`src/rtl/acss_defines.svh`:
```
/*
 * constants of the audio clock source select block: register offsets,
 * field positions and reset values.
 * assumes: included by bare name from the top module acss_top only.
 */
`ifndef ACSS_DEFINES_SVH
`define ACSS_DEFINES_SVH

// --------------------------------------------------------------------
// register offsets on the control port
// --------------------------------------------------------------------
`define ACSS_ADDR_PLL_CTL   7'h74
`define ACSS_ADDR_CONV      7'h76
`define ACSS_ADDR_TAP       7'h77
`define ACSS_ADDR_REF       7'h78
`define ACSS_ADDR_OUT_EN    7'h7a

// --------------------------------------------------------------------
// reset values
// --------------------------------------------------------------------
`define ACSS_RST_PLL_CTL    8'h00
`define ACSS_RST_CONV       8'h00
`define ACSS_RST_TAP        8'h00
`define ACSS_RST_REF        8'h00
`define ACSS_RST_OUT_EN     8'h00
`define ACSS_RST_RDATA      8'h00

// --------------------------------------------------------------------
// field positions
// --------------------------------------------------------------------
`define ACSS_DAC_MSB        7
`define ACSS_DAC_LSB        5
`define ACSS_ADC_MSB        4
`define ACSS_ADC_LSB        2
`define ACSS_INT_TWO_MSB    1
`define ACSS_INT_TWO_LSB    0
`define ACSS_INT_ONE_MSB    4
`define ACSS_INT_ONE_LSB    3
`define ACSS_TAP2_MSB       2
`define ACSS_TAP2_LSB       1
`define ACSS_TAP1_BIT       0
`define ACSS_REF2_BIT       7
`define ACSS_REF1_BIT       6
`define ACSS_RXPD_BIT       5
`define ACSS_RXLVL_BIT      4
`define ACSS_SYS1_BIT       2
`define ACSS_SYS2_BIT       1
`define ACSS_SYS3_BIT       0
`define ACSS_ROUTE_MSB      7
`define ACSS_ROUTE_LSB      6
`define ACSS_ROUTE_RX       2'h3

`endif

```
`src/rtl/acss_pkg.sv`:
```
/*
 * types of the audio clock source select block.
 * assumes: nothing beyond the defines header.
 */
package acss_pkg;

    // sampled clock sources, one bit each
    typedef struct packed {
        logic rx_rec;
        logic rate_three;
        logic rate_two;
        logic rate_one;
        logic master;
        logic crystal;
    } acss_src_s;

    typedef enum logic {ACSS_SW_RUN, ACSS_SW_PARK} acss_sw_e;

endpackage

```
`src/rtl/acss_top.sv`:
```
/*
 * audio clock source select: control registers and the routing of sampled
 * clock sources to converter cores, internal and pll clocks, system clocks.
 * assumes: decoded control port, one access per strobe; slow clock pins.
 */
`timescale 1ns/1ns
`default_nettype none
module acss_top
    import acss_pkg::*;
(
    // clock and reset
    input  wire logic       CLK_I,
    input  wire logic       NRST_I,
    // register port
    input  wire logic [6:0] REG_ADDR_I,
    input  wire logic [7:0] REG_WDATA_I,
    input  wire logic       REG_WR_I,
    input  wire logic       REG_RD_I,
    output logic      [7:0] REG_RDATA_O,
    // clock source pins
    input  wire logic       CRYSTAL_INPUT_I,
    input  wire logic       MASTER_CLOCK_INPUT_I,
    input  wire logic       RATE_ONE_I,
    input  wire logic       RATE_TWO_I,
    input  wire logic       RATE_THREE_I,
    input  wire logic       RECOVERED_CLOCK_I,
    // routed clocks
    output logic            DAC_CORE_CLK_O,
    output logic            ADC_CORE_CLK_O,
    output logic            INTERNAL_CLK_ONE_O,
    output logic            INTERNAL_CLK_TWO_O,
    output logic            PLL_INTERNAL_CLOCK_ONE_O,
    output logic            PLL_INTERNAL_CLOCK_TWO_O,
    output logic            FIRST_PLL_REF_CLK_O,
    output logic            SECOND_PLL_REF_CLK_O,
    // system clock outputs
    output logic            SYSTEM_CLOCK_OUT_ONE_O,
    output logic            SYSTEM_CLOCK_OUT_TWO_O,
    output logic            SYSTEM_CLOCK_OUT_THREE_O,
    // receiver control
    output logic            RECEIVER_POWER_DOWN_O,
    output logic            RECEIVER_INPUT_LEVEL_SEL_O
);
`include "acss_defines.svh"

    // --------------------------------------------------------------------
    // decode helpers
    // --------------------------------------------------------------------
    // converter code to source index; 110 and 111 fall back to crystal
    function automatic logic [2:0] conv_index(input logic [2:0] code);
        return (code[2:1] == 2'h3) ? 3'h0 : code;
    endfunction

    // --------------------------------------------------------------------
    // registers
    // --------------------------------------------------------------------
    logic [7:0] pll_ctl_q, pll_ctl_d;
    logic [7:0] conv_q, conv_d;
    logic [7:0] tap_q, tap_d;
    logic [7:0] ref_q, ref_d;
    logic [7:0] out_en_q, out_en_d;
    logic [7:0] rdata_q, rdata_d;

    // reserved bits are stored as written so a read returns the last write
    always_comb begin
        pll_ctl_d = pll_ctl_q;
        conv_d    = conv_q;
        tap_d     = tap_q;
        ref_d     = ref_q;
        out_en_d  = out_en_q;
        rdata_d   = rdata_q;
        if (REG_WR_I) begin
            unique case (REG_ADDR_I)
                `ACSS_ADDR_PLL_CTL: pll_ctl_d = REG_WDATA_I;
                `ACSS_ADDR_CONV:    conv_d    = REG_WDATA_I;
                `ACSS_ADDR_TAP:     tap_d     = REG_WDATA_I;
                `ACSS_ADDR_REF:     ref_d     = REG_WDATA_I;
                `ACSS_ADDR_OUT_EN:  out_en_d  = REG_WDATA_I;
                default:            ;
            endcase
        end
        if (REG_RD_I) begin
            unique case (REG_ADDR_I)
                `ACSS_ADDR_PLL_CTL: rdata_d = pll_ctl_q;
                `ACSS_ADDR_CONV:    rdata_d = conv_q;
                `ACSS_ADDR_TAP:     rdata_d = tap_q;
                `ACSS_ADDR_REF:     rdata_d = ref_q;
                `ACSS_ADDR_OUT_EN:  rdata_d = out_en_q;
                default:            rdata_d = `ACSS_RST_RDATA;
            endcase
        end
    end

    always_ff @(posedge CLK_I or negedge NRST_I) begin
        if (!NRST_I) begin
            pll_ctl_q <= `ACSS_RST_PLL_CTL;
            conv_q    <= `ACSS_RST_CONV;
            tap_q     <= `ACSS_RST_TAP;
            ref_q     <= `ACSS_RST_REF;
            out_en_q  <= `ACSS_RST_OUT_EN;
            rdata_q   <= `ACSS_RST_RDATA;
        end else begin
            pll_ctl_q <= pll_ctl_d;
            conv_q    <= conv_d;
            tap_q     <= tap_d;
            ref_q     <= ref_d;
            out_en_q  <= out_en_d;
            rdata_q   <= rdata_d;
        end
    end

    assign REG_RDATA_O                = rdata_q;
    assign RECEIVER_POWER_DOWN_O      = out_en_q[`ACSS_RXPD_BIT];
    assign RECEIVER_INPUT_LEVEL_SEL_O = out_en_q[`ACSS_RXLVL_BIT];

    // --------------------------------------------------------------------
    // source sampling and halved rates
    // --------------------------------------------------------------------
    // sampling at CLK_I only suits sources well below a quarter of its rate
    acss_src_s  src;
    logic [3:0] half_q, half_d;
    logic [3:0] prev_q;
    logic [3:0] div_in;

    acss_pin_sync #(
        .W (6)
    ) u_sync (
        .clk_i  (CLK_I),
        .nrst_i (NRST_I),
        .pin_i  ({RECOVERED_CLOCK_I, RATE_THREE_I, RATE_TWO_I, RATE_ONE_I,
                  MASTER_CLOCK_INPUT_I, CRYSTAL_INPUT_I}),
        .val_o  (src)
    );

    assign div_in = {src.rx_rec, src.rate_three, src.rate_two, src.rate_one};

    // each halved clock toggles on a rising edge of its source
    always_comb begin
        for (int i = 0; i < 4; i++) begin
            half_d[i] = half_q[i] ^ (div_in[i] & ~prev_q[i]);
        end
    end

    always_ff @(posedge CLK_I or negedge NRST_I) begin
        if (!NRST_I) begin
            half_q <= 4'h0;
            prev_q <= 4'h0;
        end else begin
            half_q <= half_d;
            prev_q <= div_in;
        end
    end

    // --------------------------------------------------------------------
    // pll taps and references
    // --------------------------------------------------------------------
    logic       pll_int_one, pll_int_two;
    logic [5:0] conv_src;
    logic [3:0] int_src;

    acss_glitchless_mux #(.N (2)) u_tap_one (
        .clk_i  (CLK_I),
        .nrst_i (NRST_I),
        .src_i  ({half_q[0], src.rate_one}),
        .sel_i  (tap_q[`ACSS_TAP1_BIT]),
        .clk_o  (pll_int_one)
    );
    acss_glitchless_mux #(.N (4)) u_tap_two (
        .clk_i  (CLK_I),
        .nrst_i (NRST_I),
        .src_i  ({half_q[2], src.rate_three, half_q[1], src.rate_two}),
        .sel_i  (tap_q[`ACSS_TAP2_MSB:`ACSS_TAP2_LSB]),
        .clk_o  (pll_int_two)
    );
    acss_glitchless_mux #(.N (2)) u_ref_one (
        .clk_i  (CLK_I),
        .nrst_i (NRST_I),
        .src_i  ({src.master, src.crystal}),
        .sel_i  (ref_q[`ACSS_REF1_BIT]),
        .clk_o  (FIRST_PLL_REF_CLK_O)
    );
    acss_glitchless_mux #(.N (2)) u_ref_two (
        .clk_i  (CLK_I),
        .nrst_i (NRST_I),
        .src_i  ({src.master, src.crystal}),
        .sel_i  (ref_q[`ACSS_REF2_BIT]),
        .clk_o  (SECOND_PLL_REF_CLK_O)
    );
    assign PLL_INTERNAL_CLOCK_ONE_O = pll_int_one;
    assign PLL_INTERNAL_CLOCK_TWO_O = pll_int_two;

    // --------------------------------------------------------------------
    // converter and internal clocks
    // --------------------------------------------------------------------
    assign int_src  = {pll_int_two, pll_int_one, src.master, src.crystal};
    assign conv_src = {half_q[3], src.rx_rec, int_src};

    logic [2:0] dac_idx, adc_idx;
    assign dac_idx = conv_index(conv_q[`ACSS_DAC_MSB:`ACSS_DAC_LSB]);
    assign adc_idx = conv_index(conv_q[`ACSS_ADC_MSB:`ACSS_ADC_LSB]);

    acss_glitchless_mux #(.N (6)) u_dac (
        .clk_i  (CLK_I),
        .nrst_i (NRST_I),
        .src_i  (conv_src),
        .sel_i  (dac_idx),
        .clk_o  (DAC_CORE_CLK_O)
    );
    acss_glitchless_mux #(.N (6)) u_adc (
        .clk_i  (CLK_I),
        .nrst_i (NRST_I),
        .src_i  (conv_src),
        .sel_i  (adc_idx),
        .clk_o  (ADC_CORE_CLK_O)
    );
    acss_glitchless_mux #(.N (4)) u_iclk_one (
        .clk_i  (CLK_I),
        .nrst_i (NRST_I),
        .src_i  (int_src),
        .sel_i  (tap_q[`ACSS_INT_ONE_MSB:`ACSS_INT_ONE_LSB]),
        .clk_o  (INTERNAL_CLK_ONE_O)
    );
    acss_glitchless_mux #(.N (4)) u_iclk_two (
        .clk_i  (CLK_I),
        .nrst_i (NRST_I),
        .src_i  (int_src),
        .sel_i  (conv_q[`ACSS_INT_TWO_MSB:`ACSS_INT_TWO_LSB]),
        .clk_o  (INTERNAL_CLK_TWO_O)
    );

    // --------------------------------------------------------------------
    // system clock outputs
    // --------------------------------------------------------------------
    // reserved route codes are treated as the pll block
    logic       sys3_src;
    logic       route_rx;
    logic [2:0] sys_src, sys_dis;
    logic [2:0] gate_q, gate_d;
    logic [2:0] sys_q, sys_d;

    assign route_rx = (pll_ctl_q[`ACSS_ROUTE_MSB:`ACSS_ROUTE_LSB] == `ACSS_ROUTE_RX);
    acss_glitchless_mux #(.N (2)) u_sys3 (
        .clk_i  (CLK_I),
        .nrst_i (NRST_I),
        .src_i  ({src.rx_rec, pll_int_two}),
        .sel_i  (route_rx),
        .clk_o  (sys3_src)
    );

    assign sys_src = {pll_int_one, pll_int_two, sys3_src};
    assign sys_dis = {out_en_q[`ACSS_SYS1_BIT], out_en_q[`ACSS_SYS2_BIT],
                      out_en_q[`ACSS_SYS3_BIT]};

    // the gate moves only while its source is low, so no runt leaves the pin
    always_comb begin
        for (int i = 0; i < 3; i++) begin
            gate_d[i] = sys_src[i] ? gate_q[i] : ~sys_dis[i];
            sys_d[i]  = sys_src[i] & gate_q[i];
        end
    end

    always_ff @(posedge CLK_I or negedge NRST_I) begin
        if (!NRST_I) begin
            gate_q <= 3'h0;
            sys_q  <= 3'h0;
        end else begin
            gate_q <= gate_d;
            sys_q  <= sys_d;
        end
    end

    assign SYSTEM_CLOCK_OUT_ONE_O   = sys_q[2];
    assign SYSTEM_CLOCK_OUT_TWO_O   = sys_q[1];
    assign SYSTEM_CLOCK_OUT_THREE_O = sys_q[0];
endmodule
`default_nettype wire

```
`src/rtl/acss_pin_sync.sv`:
```
/*
 * three-flop input synchroniser; a change is taken once stages two and
 * three agree.
 * assumes: inputs asynchronous to clk_i.
 */
`timescale 1ns/1ns
`default_nettype none
module acss_pin_sync #(
    parameter int W = 1
) (
    // clock and reset
    input  wire logic         clk_i,
    input  wire logic         nrst_i,
    // pins and result
    input  wire logic [W-1:0] pin_i,
    output logic      [W-1:0] val_o
);
    logic [W-1:0] s1_q, s2_q, s3_q, val_q;
    logic [W-1:0] val_d;

    always_comb begin
        val_d = (s3_q & ~(s2_q ^ s3_q)) | (val_q & (s2_q ^ s3_q));
    end

    always_ff @(posedge clk_i or negedge nrst_i) begin
        if (!nrst_i) begin
            s1_q  <= '0;
            s2_q  <= '0;
            s3_q  <= '0;
            val_q <= '0;
        end else begin
            s1_q  <= pin_i;
            s2_q  <= s1_q;
            s3_q  <= s2_q;
            val_q <= val_d;
        end
    end

    assign val_o = val_q;
endmodule
`default_nettype wire

```
`src/rtl/acss_glitchless_mux.sv`:
```
/*
 * glitch-free clock switch over sampled clocks: the old source is left
 * only while low, the output parks low, and the new source is joined
 * only while low, so no shortened phase reaches the output.
 * assumes: sources already synchronised to clk_i.
 */
`timescale 1ns/1ns
`default_nettype none
module acss_glitchless_mux
    import acss_pkg::*;
#(
    parameter int N  = 2,
    parameter int SW = (N > 1) ? $clog2(N) : 1
) (
    // clock and reset
    input  wire logic          clk_i,
    input  wire logic          nrst_i,
    // sources and selection
    input  wire logic [N-1:0]  src_i,
    input  wire logic [SW-1:0] sel_i,
    // switched clock
    output logic               clk_o
);
    acss_sw_e        state_q, state_d;
    logic [SW-1:0]   cur_q, cur_d;
    logic            clk_q, clk_d;

    always_comb begin
        state_d = state_q;
        cur_d   = cur_q;
        clk_d   = clk_q;
        unique case (state_q)
            ACSS_SW_RUN: begin
                clk_d = src_i[cur_q];
                if (sel_i != cur_q && !src_i[cur_q]) begin
                    state_d = ACSS_SW_PARK;
                    cur_d   = sel_i;
                    clk_d   = 1'b0;
                end
            end
            ACSS_SW_PARK: begin
                clk_d = 1'b0;
                if (!src_i[cur_q]) begin
                    state_d = ACSS_SW_RUN;
                end
            end
        endcase
    end

    always_ff @(posedge clk_i or negedge nrst_i) begin
        if (!nrst_i) begin
            state_q <= ACSS_SW_RUN;
            cur_q   <= '0;
            clk_q   <= 1'b0;
        end else begin
            state_q <= state_d;
            cur_q   <= cur_d;
            clk_q   <= clk_d;
        end
    end

    assign clk_o = clk_q;
endmodule
`default_nettype wire

```
`config.mk`:
```
export PLATFORM = sky130hd
export DESIGN_NAME = acss_top
export DESIGN_NICKNAME = d
export VERILOG_FILES = /design/src/rtl/acss_pkg.sv /design/src/rtl/acss_top.sv /design/src/rtl/acss_pin_sync.sv /design/src/rtl/acss_glitchless_mux.sv
export VERILOG_INCLUDE_DIRS = /design/src /design/src/rtl
export SDC_FILE = /design/constraint.sdc
export NUM_CORES = 1
export LEC_CHECK = 0
export ABC_AREA = 1
export ABC_CLOCK_PERIOD_IN_PS = 1150
export BUFFER_PORTS_ARGS = -buffer_cell sky130_fd_sc_hd__buf_2
export CAP_MARGIN = 20
export CORE_UTILIZATION = 53
export CTS_CLUSTER_SIZE = 12
export DETAILED_ROUTE_END_ITERATION = 8
export PLACE_DENSITY_LB_ADDON = 0.15
export REMOVE_ABC_BUFFERS = 1
export SETUP_SLACK_MARGIN = 0.05
export SLEW_MARGIN = 0
export SYNTH_ARGS = -nofsm -noshare
export SYNTH_HDL_FRONTEND = slang
export SYNTH_SLANG_ARGS = --single-unit
```
`constraint.sdc`:
```
create_clock -name CLK_I -period 1.15 [get_ports CLK_I]
set_input_delay 0.115 -clock CLK_I [delete_from_list [all_inputs] [get_ports CLK_I]]
set_output_delay 0.115 -clock CLK_I [all_outputs]
set_load 0.01 [all_outputs]
```
==> impl_metrics.yaml, run 1 <==
status:
  status: "complete, but fails checks"
  violations: "negative setup slack"
clock_tree:
  clkLatencyLatePin_ps: 520
  cts-htree-levels: 4
  cts.sink_count: 120
  root_buffer: "clkbuf_8"
  cts-buffers-inserted: 17
  tritoncts: "done"
  path_clk_slew_ps: 60
  clk_path_buf_depth: 2
cells_and_area:
  area_growth_pct: 40.7
  fin_area_sq_um: 7230
  num-nets-final: 726
  antennaDiodeCount: 0
  layout_common_cells: "dfrtp_1 (112), nand2_1 (110), buf_4 (62), nand3_1 (59), inv_1 (46)"
  drive_gt1_frac: 0.342
  final_common_cell: "dfrtp_1"
place:
  gp_congestion: 0.846
  placed_cell_area_sq_um: 5980
  dp_hpwl_mm: 7.86
  port-buffer-count: 45
sta:
  clock.fmax_mhz: 736
  period_minus_slack_ps: 1360
  hold_viol_final: 0
  setup_tns_ps: -2320
  finClkSkew_ps: 7.50
  rsz0062_at_grt: "true"
  setup_ws_ps: -209
  setup_viol: 26
  worst_pin_slew_ps: 481
  period_share: 1.18
  slew_headroom: 0.679
  drv_slew: 0
floorplan:
  start_util: 0.551
  die_height_um: 100
  die_area_sq_um: 10100
  die_w_um: 100
  core_sq_um: 9330
  ioPinCount: 46
  row_count: 35
setup_path:
  critPathMaxStageDelay_ps: 480
  required_ps: 1030
  cp_cell_sequence: "buf_6 -> buf_6"
  worstSetupPathType: "reg2out"
  path_common_cell: "buf_6"
  crit_slowest_cell: "dfrtp_2"
  cp_max_fo: 5
  worstPathArrival_ps: 1240
  reg2reg_slack_ps: -180
  cp-end-kind: "output port"
  crit_path_start_kind: "flop"
power_and_ir_drop:
  power_density_nw_per_um2: 2140
  power.leakage_nw: 3.52
  vdd_drop_max_uv: 1370
grt:
  grt_antenna_before_repair: 0
  grt_overflow: 0
  grt_first_pass_wirelength_mm: 20.3
  grt_pass1_vias: 4271
  grt_max_degree: 82
  grt.total_usage: 0.270
detailed_routing:
  drt-initial-drc-count: 198
  detail-route-antenna-nets: 0
  drc_errors: 0
  drt_first_pass_iters: 5
  totalWireLength_mm: 12.7
  vias: 4373
  wl_per_cell_um: 15.1
  routed_via_density: 5.19
yosys:
  synth.ff_latch_count: 120
  ys.warnings.count: 0
  yosysUniqueCellTypes: 28
  syn-instance-count: 548
  ys_seq_area_frac: 0.584
  synth_area_sq_um: 5140
  syn_avg_cell_area_sq_um: 9.38
  synth_top_area_share: 0.584
  synth.largest_area_cell: "dfrtp_1"
  yosys-top-cells-area: "dfrtp_1 (58%), nand2_1 (9.5%), nand3_1 (6.8%), inv_1 (4.1%), o21a_1 (3.7%)"
run:
  maxCapViolations: 0
worst_hold_path:
  hp-class: "in2reg"
[cells by family after synthesis]
kind of cell | after synthesis | share of synthesized area
flops | 120 | 0.584
mux | 2 | 0.00438
simple gates | 258 | 0.226
compound gates | 82 | 0.0973
xor+xnor | 11 | 0.0187
fa+ha+maj | 6 | 0.0117
buf+inv | 69 | 0.0579
[report_power, final]
part           total [mW]  switching (mW)  leakage, nW  internal [mW]
Clock                5.07            1.98        0.264           3.09
Combinational        4.55            2.35         1.78           2.20
Sequential           5.88           0.772         1.48           5.11
[what timing repair did]
action                     CTS  global route
setup buffers               16             9
hold buffers                15             0
setup endpoints to repair   50            53
gates resized for setup     66            57
pin swaps                   30            24
hold endpoints to repair   163             0
[worst max-delay path, delay by kind of cell, from the launching register on]
kind,cells,cell delay [ps]
flip-flops,1,480
buffers and inverters,2,250
[cells in the mapped netlist]
cell / number
a211oi_1: 2
a21oi_1: 8
buf_2: 4
buf_4: 1
buf_6: 4
clkbuf_1: 2
dfrtp_1: 120
inv_1: 56
inv_2: 2
maj3_1: 6
mux2_2: 2
nand2_1: 130
nand2_2: 1
nand3_1: 70
nand3_2: 1
nand3_4: 1
nand4_1: 2
nor2_1: 47
nor2_2: 1
nor4_4: 4
o211ai_1: 2
o21a_1: 25
o21ai_0: 37
o21bai_1: 6
o22ai_1: 2
or2_4: 1
xnor2_1: 7
xor2_1: 4
[registers in the layout (all words and copies together) (netlist names), 2 cells and up, named ones only]
signal	flops
REG_RDATA_O	8
conv_q	8
gate_q	3
half_q	4
out_en_q	8
pll_ctl_q	8
prev_q	4
ref_q	8
sys_q	3
tap_q	8
u_adc.cur_q	3
u_dac.cur_q	3
u_iclk_one.cur_q	2
u_iclk_two.cur_q	2
u_sync.s1_q	6
u_sync.s2_q	6
u_sync.s3_q	6
u_tap_two.cur_q	2
[metal layers]
layer	up-vias	share of wire	GRT usage
met5	-	0	0
met4	0	0.018	0.104
met3	23	0.041	0.0680
met2	117	0.53	0.470
met1	2131	0.41	0.322
li1	2102	-	-
[final cells by class]
class                           instances  area [sq um]
Clock inverter                         13           148
Sequential cell                       120          3010
Fill cell                             609          2100
Tap cell                              129           161
Timing Repair Buffer                  145          1170
Clock buffer                           18           418
Multi-Input combinational cell        359          2090
Inverter                               58           223
[per-stage QoR]
step	hold slack, ps	util	instances	power [mW]	worst slack [ps]
5_1_grt	43.9	0.775	842	16.3	-250
3_5_place_dp	188	0.641	773	9.05	-261
2_1_floorplan	-181	-	537	7.47	-69.4
3_3_place_gp	189	0.641	773	8.84	-176
4_1_cts	32.3	0.750	835	15.0	-202
6_report	39.1	0.775	842	15.5	-209
[final timing paths]
| path | startpoint | end | cells after the start |
|---|---|---|---|
| worst max-delay path | u_tap_one.clk_o | PLL_INTERNAL_CLOCK_ONE_O | 2 |
| worst min-delay path | REG_RD_I | REG_RDATA_O[6] | 3 |
| worst max register to register | u_tap_one.clk_o | u_dac.cur_q[1] | 7 |
| worst min register to register | u_sync.s1_q[4] | u_sync.s2_q[4] | 0 |
| max in group asynchronous | NRST_I | u_adc.cur_q[0] | 3 |
| min in group asynchronous | NRST_I | u_iclk_two.clk_o | 3 |
(Power assumes the default switching activity.)
==> inputs of run 2 (changes only) <==
CORE_UTILIZATION = 45   (was 53)
==> run 2 against run 1 <==
Compared with the run above:
- the run still ends with negative setup slack left
- worst setup slack improved by 80 ps
- clock skew decreased by 1.8 ps
- cell area decreased by 0.42%
- wire length decreased by 5.1%
- first-iteration DRC count increased by 9.6%
- worst hold slack improved by 18 ps
- non-clock buffer count decreased by 6
- register-to-register slack improved by 50 ps
- clock-buffer cell count increased by 4
- critical path depth increased by 5
- critical path type is now reg2reg
- highest routed layer unchanged
==> impl_metrics.yaml, run 2 (synthesis results as in run 1) <==
power_and_ir_drop:
  comb_power_share: 0.283
  switching_share: 0.312
  power_frac_seq: 0.381
  power_density_nw_per_um2: 2140
  power.leakage_nw: 3.51
  vdd_drop_max_uv: 1350
  clockPowerShare: 0.336
  p_switching_mw: 4.80
  power.internal_mw: 10.6
clock_tree:
  root_buffer: "clkbuf_16"
  tritoncts: "done"
  clk_path_buf_depth: 2
  path_clk_slew_ps: 50
  cts-buffers-inserted: 17
  cts-htree-levels: 4
  clkLatencyLatePin_ps: 410
  cts.sink_count: 120
cells_and_area:
  layout_common_cells: "dfrtp_1 (111), nand2_1 (110), buf_4 (65), nand3_1 (57)"
  fillCellCount: 869
  antennaDiodeCount: 0
  area_growth_pct: 40.1
  final_core_util: 0.656
  final_common_cell: "dfrtp_1"
  num-nets-final: 720
  drive_gt1_frac: 0.349
  fin_area_sq_um: 7200
place:
  gp_congestion: 0.825
  port-buffer-count: 45
  placed_cell_area_sq_um: 5960
  dp_hpwl_mm: 7.80
setup_path:
  cp_max_fo: 5
  timing.rr.end: "u_adc.state_q"
  crit_path_start_kind: "flop"
  required_ps: 1490
  worstPathArrival_ps: 1620
  r2r.worst_path.cells: 7
  worstSetupPathType: "reg2reg"
  cp-end-kind: "flop"
  reg2reg_from: "u_adc.cur_q[0]"
  reg2reg_slack_ps: -130
worst_hold_path:
  hold_path_startpoint: "REG_WDATA_I[2]"
  holdPathStages: 4
  hp-class: "in2reg"
  min_to: "out_en_q[2]"
sta:
  rsz0062_at_grt: "true"
  setup_tns_ps: -1470
  whs_ps: 57.4
  hold_viol_final: 0
  setup_viol: 22
  period_share: 1.11
  period_minus_slack_ps: 1280
  slew_headroom: 0.666
  clock.fmax_mhz: 782
  worst_pin_slew_ps: 500
  drv_slew: 0
  finClkSkew_ps: 5.70
  setup_ws_ps: -129
grt:
  grt_busiest_layer: "met2"
  met2_usage: 0.339
  grt_first_pass_wirelength_mm: 19.2
  grt_max_degree: 60
  grt_antenna_before_repair: 0
  grt_overflow: 0
  grtUsageMet1: 0.282
  grt.total_usage: 0.216
  grtUsageMet3: 0.0508
  grt_pass1_vias: 3961
detailed_routing:
  totalWireLength_mm: 12.0
  drt_first_pass_iters: 4
  wl_per_cell_um: 14.2
  drc_errors: 0
  drt-initial-drc-count: 217
  routed_via_density: 5.01
  vias: 4246
  detail-route-antenna-nets: 0
run:
  maxCapViolations: 0
floorplan:
  die_w_um: 109
  core_sq_um: 11000
  ioPinCount: 46
  die_area_sq_um: 11900
  die_height_um: 109
  row_count: 38
  start_util: 0.468
status:
  violations: "negative setup slack"
  status: "complete, but fails checks"
-- run 2: layer usage --
metal	up-vias	part of all wire
li1	2080	-
met1	2049	0.45
met2	93	0.49
met3	24	0.037
met4	0	0.022
met5	-	0
-- run 2: how the worst max path moves through the flow --
| stage | from | end | slack [ps] | cells past startpoint |
|---|---|---|---|---|
| 2_1_floorplan | REG_ADDR_I[6] | tap_q[2] | -70 | 5 |
| 3_3_place_gp | flop | u_adc.cur_q[0] | -220 | 9 |
| 3_5_place_dp | flop | u_iclk_one.cur_q[1] | -240 | 7 |
| 4_1_cts | conv_q[4] | u_adc.cur_q[1] | -100 | 8 |
| 5_1_grt | flop | u_adc.cur_q[0] | -210 | 8 |
| 6_report | u_adc.cur_q[0] | u_adc.state_q | -130 | 7 |
-- run 2: power by group through the flow --
stage / sequential (mW) / clock (mW) / combinational, mW
after floorplan: 5.74 / 0 / 1.73
after global placement: 5.75 / 0 / 3.05
after detailed placement: 5.77 / 0 / 3.15
after CTS: 5.76 / 5.27 / 3.74
after global routing: 5.99 / 5.43 / 4.83
final: 5.87 / 5.17 / 4.36
-- run 2: per-stage QoR --
step           cells  worst slack, ps  power [mW]
2_1_floorplan    537            -69.4        7.47
3_3_place_gp     782             -218        8.80
3_5_place_dp     782             -241        8.92
4_1_cts          839             -104        14.8
5_1_grt          847             -209        16.2
6_report         847             -129        15.4
-- run 2: critical path, stage by stage, from the launching register on --
cell and delay, ps:
dfrtp_1 410, buf_4 150, nand2_1 60, nand4_1 180, nand2_4 170, buf_6 120, nand2_2 30, o21ai_1 70
-- run 2: area by class of cell --
cell class                 count  area (sq um)  share of cell area
clock inverter                 9           126              0.0175
inverter                      58           220              0.0306
clock buffer                  22           444              0.0617
multi-input combinational    359          2140               0.297
tap                          140           175              0.0243
timing repair buffer         139          1080               0.150
sequential                   120          3010               0.419
-- run 2: what timing repair did --
action / 4_1_cts / 5_1_grt
buffers inserted: 14 / 12
gates resized for setup: 49 / 77
setup endpoints to repair: 28 / 37
hold endpoints to repair: 133 / 0
hold buffers: 13 / 0
pin swaps: 21 / 40
==> inputs of run 3 (changes only) <==
CORE_UTILIZATION = 38   (was 45)
SETUP_SLACK_MARGIN = 0.5   (was 0.05)
==> run 3 against run 2 <==
Compared with the run above:
- die area grew 18%
- largest power group unchanged
- global-route usage shrank 1.3 points
- clock power is 1% lower
- critical endpoint is now u_ref_one.cur_q
- worst hold slack got worse by 440 ps
- clock-buffer cell count down 3
- cell area rose by 13%
- wire length up 11%
- sequential share of layout area is 4.6 points lower
- the run ends with negative hold slack, negative setup slack left
==> impl_metrics.yaml, run 3 (synthesis results as in run 1) <==
status:
  status: "complete, but fails checks"
  violations: "negative hold slack, negative setup slack"
grt:
  grt_pass1_vias: 4446
  grt_first_pass_wirelength_mm: 21.8
  grt_antenna_before_repair: 0
  grt.total_usage: 0.204
  grt_max_degree: 41
  grt_overflow: 0
cells_and_area:
  register_area_sq_um: 3020
  drive_gt1_frac: 0.510
  antennaDiodeCount: 0
  final_core_util: 0.612
  area_growth_pct: 57.7
  multi_input_area_sq_um: 2440
  fin_cells: 921
  final_common_cell: "dfrtp_1"
  layout_common_cells: "dfrtp_1 (108), buf_4 (60), nand2_1 (59), nand2_2 (58), buf_6 (58)"
  fillCellCount: 1125
  num-nets-final: 758
power_and_ir_drop:
  vdd_drop_max_uv: 1700
  power_density_nw_per_um2: 1980
  power.leakage_nw: 3.86
place:
  gp_congestion: 0.835
  dp_hpwl_mm: 8.24
  port-buffer-count: 45
  dp.cells: 825
clock_tree:
  cts-buffers-inserted: 17
  cts-htree-levels: 4
  clkLatencyLatePin_ps: 410
  clk_path_buf_depth: 2
  path_clk_slew_ps: 50
  cts.sink_count: 120
  tritoncts: "done"
  root_buffer: "clkbuf_16"
  postCtsHoldBufs: 12
detailed_routing:
  drc_errors: 0
  vias: 4485
  wl_per_cell_um: 14.6
  totalWireLength_mm: 13.4
  routed_via_density: 4.87
  detail-route-antenna-nets: 0
  drt-initial-drc-count: 243
  drt_first_pass_iters: 4
sta:
  period_share: 1.11
  finClkSkew_ps: 8.68
  setup_viol: 24
  hold_viol_final: 120
  slew_headroom: 0.745
  clock.fmax_mhz: 785
  period_minus_slack_ps: 1270
  drv_slew: 0
  setup_ws_ps: -124
  whs_ps: -380
  rsz0062_at_grt: "true"
  worst_pin_slew_ps: 382
floorplan:
  die_area_sq_um: 14000
  start_util: 0.388
  die_w_um: 118
  row_count: 42
  die_height_um: 118
  core_sq_um: 13200
  ioPinCount: 46
run:
  maxCapViolations: 0
setup_path:
  worstSetupPathType: "reg2reg"
  required_ps: 1440
  worstPathArrival_ps: 1570
  cp_max_fo: 6
  crit_path_start_kind: "flop"
  cp-end-kind: "flop"
worst_hold_path:
  hp-class: "in2async"
run 3: cell types whose count changed in the layout (fill, tap and decap cells not counted), moves of 7 or more:
cell,delta
nor2_1,-9
o21ai_1,+9
nand2_1,-51
nand2_4,+8
buf_6,+42
buf_2,-7
o21ai_0,-20
o21ai_2,+11
nand2_2,+42
nand3_1,-7
inv_1,-7
run 3: report_power, final:
group          internal (mW)  total [mW]  switching (mW)
clock                   3.27        5.11            1.84
combinational           2.56        5.01            2.45
sequential              5.12        5.90           0.780
total                   10.9        16.0            5.07
run 3: timing repair:
| action | 4_1_cts | 5_1_grt |
|---|---|---|
| setup buffers | 26 | 24 |
| hold endpoints to repair | 133 | 42 |
| setup endpoints to repair | 118 | 120 |
| gates cloned | 3 | 0 |
| pin swaps | 35 | 67 |
| gates resized for setup | 165 | 142 |
run 3: path summary, 6_finish.rpt:
kind | from | end | slack, ps | cells after the start
max in group asynchronous | NRST_I | conv_q[5] | 970 | 2
min reg2reg | u_sync.s1_q[0] | u_sync.s2_q[0] | 350 | 0
max reg2reg | flop | u_ref_one.cur_q | -120 | 4
min | NRST_I | u_sync.s2_q[5] | -380 | 1
max | flop | u_ref_one.cur_q | -120 | 4
min in group CLK_I | REG_WDATA_I[5] | tap_q[5] | 60 | 3
run 3: area by class of cell:
cell class / count / share of cell area
flip-flops and latches: 120 / 0.372
multi-input cells: 360 / 0.301
repair buffers: 176 / 0.200
clock buffers: 19 / 0.0559
inverters: 58 / 0.0281
well taps: 176 / 0.0272
clock inverters: 12 / 0.0157
run 3: layer usage:
metal | up-vias | wire, um | global-route usage
met2 | 93 | 6900 | 0.340
met5 | - | 0 | 0
met4 | 0 | 286 | 0.0761
met1 | 2205 | 5740 | 0.254
li1 | 2166 | - | -
met3 | 21 | 490 | 0.0516
run 3: stage by stage:
stage	TNS, ps	cell area [sq um]	worst slack, ps	power, mW
after floorplan	-1920	5060	-69.4	7.47
after detailed placement	-8620	6090	-239	9.02
after CTS	-1230	7490	-109	15.1
after global placement	-6920	6090	-230	8.92
final	-1440	8110	-124	16.0
after global routing	-3300	8110	-199	16.9
run 3: worst max-delay path: stages (launching register included):
cell and delay (ps):
dfrtp_2 470, buf_4 170, o21ai_4 150, nand3_2 100, mux2_2 270
